$ cat src/design/branch_unit_map.vh
`ifndef BRANCH_UNIT_MAP_VH
`define BRANCH_UNIT_MAP_VH
// ----------------------------------------
// Branch operation codes
// ----------------------------------------
`define OP_NONE 4'h0
`define OP_CARRY_SET 4'h1
`define OP_BELOW 4'h2
`define OP_CARRY_CLEAR 4'h3
`define OP_NOT_BELOW 4'h4
`define OP_ZERO 4'h5
`define OP_EQUAL 4'h6
`define OP_NONZERO 4'h7
`define OP_UNEQUAL 4'h8
`define OP_BIT_SET 4'h9
`define OP_BIT_CLEAR 4'ha
`define OP_BIT_TEST_CLR 4'hb
`define OP_LOOP 4'hc
// ----------------------------------------
// Bit operand kinds
// ----------------------------------------
`define SRC_SADDR 3'h0
`define SRC_SFR 3'h1
`define SRC_ACC 3'h2
`define SRC_X 3'h3
`define SRC_PSW 3'h4
// ----------------------------------------
// Loop destination kinds
// ----------------------------------------
`define LOOP_REG 1'h0
`define LOOP_SADDR 1'h1
// ----------------------------------------
// Instruction lengths
// ----------------------------------------
`define LEN_FLAG_BR 3'h2
`define LEN_THREE 3'h3
`define LEN_FOUR 3'h4
`define LEN_LOOP_REG 3'h2
`define LEN_LOOP_SADDR 3'h3
// ----------------------------------------
// Status word flag positions
// ----------------------------------------
`define PSW_CY 0
`define PSW_AC 4
`define PSW_Z 6
`endif

$ cat src/design/branch_condition.v
`timescale 1ns/100ps
`default_nettype none
`include "branch_unit_map.vh"
module branch_condition (
   input wire [3:0] op,
   input wire [2:0] bit_src,
   input wire carry_flag,
   input wire zero_flag,
   input wire bit_value,
   input wire [7:0] loop_result,
   input wire loop_dst,
   output reg taken,
   output reg [2:0] length,
   output reg clear_bit
);
   // ----------------------------------------
   // Condition and length decode
   // ----------------------------------------
   always @* begin
      taken = 1'b0;
      length = `LEN_FLAG_BR;
      clear_bit = 1'b0;
      case (op)
         `OP_CARRY_SET, `OP_BELOW: begin
            taken = carry_flag;
         end
         `OP_CARRY_CLEAR, `OP_NOT_BELOW: begin
            taken = ~carry_flag;
         end
         `OP_ZERO, `OP_EQUAL: begin
            taken = zero_flag;
         end
         `OP_NONZERO, `OP_UNEQUAL: begin
            taken = ~zero_flag;
         end
         `OP_BIT_SET: begin
            taken = bit_value;
            length = (bit_src == `SRC_SFR) ? `LEN_FOUR : `LEN_THREE;
         end
         `OP_BIT_CLEAR: begin
            taken = ~bit_value;
            length = (bit_src == `SRC_SFR || bit_src == `SRC_SADDR) ? `LEN_FOUR : `LEN_THREE;
         end
         `OP_BIT_TEST_CLR: begin
            taken = bit_value;
            clear_bit = bit_value;
            length = (bit_src == `SRC_SFR || bit_src == `SRC_SADDR) ? `LEN_FOUR : `LEN_THREE;
         end
         `OP_LOOP: begin
            taken = (loop_result != 8'h00);
            length = (loop_dst == `LOOP_SADDR) ? `LEN_LOOP_SADDR : `LEN_LOOP_REG;
         end
         default: begin
            taken = 1'b0;
         end
      endcase
   end
endmodule
`default_nettype wire

$ cat src/design/branch_target.v
`timescale 1ns/100ps
`default_nettype none
module branch_target #(
   parameter ADDR_WIDTH = 20
) (
   input wire [ADDR_WIDTH-1:0] pc,
   input wire [2:0] length,
   input wire [7:0] jump_offset_byte,
   output wire [ADDR_WIDTH-1:0] next_seq,
   output wire [ADDR_WIDTH-1:0] target
);
   // ----------------------------------------
   // Relative target
   // ----------------------------------------
   // Sign extension keeps the reach at -128..+127 from the following address
   wire [ADDR_WIDTH-1:0] disp_ext;
   assign disp_ext = {{(ADDR_WIDTH-8){jump_offset_byte[7]}}, jump_offset_byte};
   assign next_seq = pc + {{(ADDR_WIDTH-3){1'b0}}, length};
   assign target = next_seq + disp_ext;
endmodule
`default_nettype wire

$ cat src/design/conditional_branch_unit.v
// Functional notes
// - A carry-clear branch jumps to its address plus 2 plus the offset when carry is 0.
// - A zero branch jumps to its address plus 2 plus the offset when zero is 1.
// - A nonzero branch jumps to its address plus 2 plus the offset when zero is 0.
// - Each pair of alias branch names decodes to one identical operation.
// - Bit-set branch jumps on bit 1, length 4 for special-function bits and 3 otherwise.
// - Bit-clear branch jumps on bit 0, length 4 for short-direct and special-function, else 3.
// - Test-and-clear branch clears a set bit and jumps, length 4 or 3 as bit-clear, else does nothing.
// - Test-and-clear on a status-word bit clears only that flag.
// - Loop instruction decrements its register (2 bytes) or memory byte (3 bytes), jumps if nonzero.
// - A false condition has no further effect and execution goes on sequentially.
// - The loop instruction leaves zero, auxiliary carry and carry unchanged.
`timescale 1ns/100ps
`default_nettype none
`include "branch_unit_map.vh"
module conditional_branch_unit #(
   parameter ADDR_WIDTH = 20
) (
   input wire clk,
   input wire reset,
   input wire start,
   input wire [3:0] op,
   input wire [2:0] bit_src,
   input wire [2:0] bit_index,
   input wire [7:0] operand_byte,
   input wire loop_dst,
   input wire [7:0] jump_offset_byte,
   input wire [ADDR_WIDTH-1:0] pc,
   input wire [7:0] program_status_word,
   output reg done,
   output reg [ADDR_WIDTH-1:0] next_pc,
   output reg pc_load_taken,
   output reg operand_write,
   output reg [7:0] operand_result,
   output reg psw_write,
   output reg [7:0] psw_result
);
   // ----------------------------------------
   // Operand evaluation
   // ----------------------------------------
   wire carry_flag;
   wire zero_flag;
   wire [7:0] bit_source;
   wire bit_value;
   wire [7:0] loop_result;
   wire [7:0] bit_mask;
   wire taken;
   wire [2:0] length;
   wire clear_bit;
   wire [ADDR_WIDTH-1:0] next_seq;
   wire [ADDR_WIDTH-1:0] target;

   assign carry_flag = program_status_word[`PSW_CY];
   assign zero_flag = program_status_word[`PSW_Z];
   // Status-word bits are read from the live flags, not from the operand path
   assign bit_source = (bit_src == `SRC_PSW) ? program_status_word : operand_byte;
   assign bit_value = bit_source[bit_index];
   assign bit_mask = 8'h01 << bit_index;
   assign loop_result = operand_byte - 8'h01;

   branch_condition u_cond (
      .op(op),
      .bit_src(bit_src),
      .carry_flag(carry_flag),
      .zero_flag(zero_flag),
      .bit_value(bit_value),
      .loop_result(loop_result),
      .loop_dst(loop_dst),
      .taken(taken),
      .length(length),
      .clear_bit(clear_bit)
   );

   branch_target #(
      .ADDR_WIDTH(ADDR_WIDTH)
   ) u_target (
      .pc(pc),
      .length(length),
      .jump_offset_byte(jump_offset_byte),
      .next_seq(next_seq),
      .target(target)
   );

   // ----------------------------------------
   // Result registers
   // ----------------------------------------
   // One-cycle latency: results are registered so every output is a flop
   always @(posedge clk or posedge reset) begin
      if (reset) begin
         done <= 1'b0;
         next_pc <= {ADDR_WIDTH{1'b0}};
         pc_load_taken <= 1'b0;
         operand_write <= 1'b0;
         operand_result <= 8'h00;
         psw_write <= 1'b0;
         psw_result <= 8'h00;
      end else begin
         done <= start;
         operand_write <= 1'b0;
         psw_write <= 1'b0;
         pc_load_taken <= 1'b0;
         if (start) begin
            next_pc <= taken ? target : next_seq;
            pc_load_taken <= taken;
            psw_result <= program_status_word;
            operand_result <= operand_byte;
            if (op == `OP_LOOP) begin
               // Destination always written, flags never touched
               operand_write <= 1'b1;
               operand_result <= loop_result;
            end else if (clear_bit) begin
               if (bit_src == `SRC_PSW) begin
                  psw_write <= 1'b1;
                  psw_result <= program_status_word & ~bit_mask;
               end else begin
                  operand_write <= 1'b1;
                  operand_result <= operand_byte & ~bit_mask;
               end
            end
         end
      end
   end
endmodule
`default_nettype wire

$ cat config.mk
export PLATFORM = sky130hd
export DESIGN_NAME = conditional_branch_unit
export DESIGN_NICKNAME = d
export VERILOG_FILES = /design/src/design/branch_condition.v /design/src/design/branch_target.v /design/src/design/conditional_branch_unit.v
export VERILOG_INCLUDE_DIRS = /design/src /design/src/design
export SDC_FILE = /design/constraint.sdc
export NUM_CORES = 1
export LEC_CHECK = 0
export ABC_CLOCK_PERIOD_IN_PS = 1200
export BUFFER_PORTS_ARGS = -buffer_cell sky130_fd_sc_hd__buf_2
export CAP_MARGIN = 25
export CORE_ASPECT_RATIO = 1.4
export CORE_MARGIN = 3
export CORE_UTILIZATION = 45
export DETAILED_ROUTE_END_ITERATION = 6
export GPL_TIMING_DRIVEN = 0
export MAX_ROUTING_LAYER = met4
export PLACE_DENSITY = 0.75
export SYNTH_ARGS = -nofsm -noshare
export SYNTH_HDL_FRONTEND = slang
export SYNTH_SLANG_ARGS = --single-unit
$ cat constraint.sdc
create_clock -name clk -period 1.2 [get_ports clk]
set_input_delay 0.12 -clock clk [delete_from_list [all_inputs] [get_ports clk]]
set_output_delay 0.12 -clock clk [all_outputs]
set_load 0.02 [all_outputs]
==> qor.yml <==
synthesis:
  synth-seq-cells: 40
  synth-edff-count: 0
  yosysTopAreaCell: "dfrtp_1"
  muxShareOfSynthArea: 0.0487
  yosys-top-cells-area: "dfrtp_1, ha_1, a21oi_1"
  synth_top_area_frac: 0.275
  yosys_warnings: 0
  synth_common_cells: "nor2_1, a21oi_1, dfrtp_1"
  yosys_most_used_dff: "dfrtp_1"
  synth-compound-area-share: 0.219
  async_reset_ff_frac: 1.00
  syn_nets: 540
  synth_area_per_cell_um2: 8.05
  yosysSeqAreaShare: 0.275
  synthAdderAreaFrac: 0.104
  synth-xor-area-share: 0.0817
  synthCells: 453
  yosysMostFrequentCell: "nor2_1"
  synth_top_family_by_area: "compound AO/OA/AOI/OAI gates"
  yosysUniqueCellTypes: 59
  syn_area_um2: 3650
  synth_simple_gate_area_frac: 0.218
critical_path:
  worstPathArrival_ns: 3.88
  startpoint_type: "input pin"
  crit_fanout: 4
  crit_path_end_kind: "flip-flop"
  required_ns: 1.38
  path_class: "input pin to flip-flop"
sta:
  post-route-period-util: 3.08
  skew_ns: 0
  fin_crit_ns: 3.70
  relSlewSlack: 0.404
  fin_hold_ws_ns: -0.0100
  setup_viol: 39
  rsz0062_at_grt: "true"
  hold_viol: 9
  drv_slew: 0
  tightest_slew_ns: 0.893
  final.setup.worst_slack_ns: -2.50
  fmax_ghz: 0.270
run_status:
  violations: "hold timing, setup timing"
  outcome: "finished, violations left"
floorplanning:
  io_pins: 98
  die_area_um2: 9230
  rows: 38
  core_area_um2: 7800
  start_util: 0.468
  die_h_um: 113
  die_x_um: 82.1
global_routing:
  grt_pass1_vias: 4224
  antenna_found_initial: 0
  grt_pass1_wl_mm: 19.8
  grt_usage: 0.284
  grt_max_degree: 41
  overflow: 0
detailed_routing:
  drt_iter0_markers: 259
  vias: 4195
  drc: 0
  antenna_left: 0
  postRouteWirelength_mm: 13.4
  drt-vias-per-instance: 5.95
  firstDrtPassIters: 4
  wl_per_cell_um: 19.1
final_layout:
  drive_gt1_frac: 0.466
  final_cells: 705
  area_growth_pct: 54.9
  antenna_cells: 0
  post-route-util: 0.724
  nNetsFinal: 691
clock_tree:
  cts_buffers: 5
  ctsRootBufferMaster: "clkbuf_8"
  cts_tree: "yes"
  clock_sinks: 40
  cts-htree-levels: 2
  path_clk_slew_ns: 0.10
  clockBufferDepth: 2
  insertion_delay_ns: 0.31
placement:
  io_buffer_count: 92
  routabilityCongestion: 0.876
  dp.cells: 645
  dp_hpwl_mm: 8.25
power_and_ir_drop:
  peakVddDrop_uv: 763
  powerDensity_nw_per_um2: 968
  p_leak_uw: 0.00262
min_path:
  min-delay-path-class: "input pin to async pin"
run:
  cap_viol_max_count: 0
-- power breakdown --
part / switching [uW] / internal (uW) / total [uW]
Combinational: 1480 / 1140 / 2630
Sequential: 108 / 1530 / 1640
Clock: 579 / 628 / 1210
-- timing repair --
| action | 4_1_cts | 5_1_grt |
|---|---|---|
| setup buffers | 41 | 13 |
| endpoints found under the setup margin | 39 | 39 |
| gates cloned | 2 | 0 |
| gates resized for setup | 99 | 52 |
| pin swaps | 44 | 41 |
| hold buffers | 1 | 0 |
| hold endpoints to repair | 1 | 0 |
-- critical path, cell delays in order --
cell and delay (ns):
buf_8 0.11, clkbuf_8 0.14, nor2_4 0.08, nor3_2 0.06, o31ai_4 0.17, ha_2 0.22, inv_2 0.04, fa_2 0.37
nor2b_4 0.14, o21ai_4 0.10, nor2_4 0.18, nand4_1 0.17, xnor2_2 0.24, ha_4 0.26, a21oi_2 0.14, o21ai_1 0.10
a21oi_2 0.19, a21oi_2 0.11, o211a_1 0.27, or3_4 0.35, a31oi_2 0.24, o31ai_4 0.09
-- area by class of cell --
class	count	area (um^2)
inverters	27	101
flip-flops and latches	40	1000
clock buffers	5	68.8
well taps	100	125
fillers	539	2150
multi-input cells	366	3120
plain buffers	17	155
repair buffers	147	1030
clock inverters	3	47.5
-- sequential cells by signal (all words and copies together), names as in the netlist --
| signal | flops |
|---|---|
| operand_result | 8 |
| next_pc | 20 |
| operand_write | 1 |
| psw_result | 8 |
| done | 1 |
| pc_load_taken | 1 |
| psw_write | 1 |
-- kinds of logic after synthesis --
family,Yosys count
and+or+nand+nor,164
AOI/OAI and AO/OA,124
buffers and inverters,47
DFF,40
xor gates and xnor gates,34
adders and majority gates,29
muxes,15
-- per-layer routing --
metal  part of all wire  vias to the layer above  wire length, um  GRT usage
li1                   -                     1922                -          -
met2               0.54                      170             7240      0.495
met5                  0                        -                0          -
met1               0.35                     2029             4710      0.299
met3              0.049                       74              657     0.0409
met4              0.062                        0              830      0.151
-- placed cells by master (no fill, tap or decap), drive strengths merged, types with 8 or more instances in the layout --
cell and n:
buf 151, nor2 57, a21oi 49, dfrtp 40
nand2 38, inv 27, ha 27, xnor2 24
clkbuf 17, o21ai 15, a21o 14, nand3 14
nor3 14, mux2i 11, xor2 10, a31oi 8
a211oi 8
-- stage by stage --
stage	setup TNS (ns)	power [uW]	setup WS [ns]	cell area, um^2
3_3_place_gp	-75.72	3610	-3.18	4470
6_report	-52.74	5470	-2.50	5650
2_1_floorplan	-44.37	3050	-2.60	3880
5_1_grt	-57.32	5750	-2.67	5650
4_1_cts	-50.13	5160	-2.43	5310
3_5_place_dp	-60.63	3650	-3.30	4470
-- final timing paths --
path	from	end	slack, ns	depth (start not counted)
worst max-delay path	op[1]	next_pc[19]$_DFFE_PP0P_	-2.50	22
worst min-delay path	reset	pc_load_taken$_DFF_PP0_	-0.01	2
max in group asynchronous	reset	next_pc[9]$_DFFE_PP0P_	0.64	2
worst max register to register	next_pc[10]$_DFFE_PP0P_	next_pc[10]$_DFFE_PP0P_	0.42	1
worst min register to register	operand_result[5]$_DFFE_PP0P_	operand_result[5]$_DFFE_PP0P_	0.50	1
min in group clk	program_status_word[7]	psw_result[7]$_DFFE_PP0P_	0.08	3
Note: power is estimated with default switching activity, not from simulation.
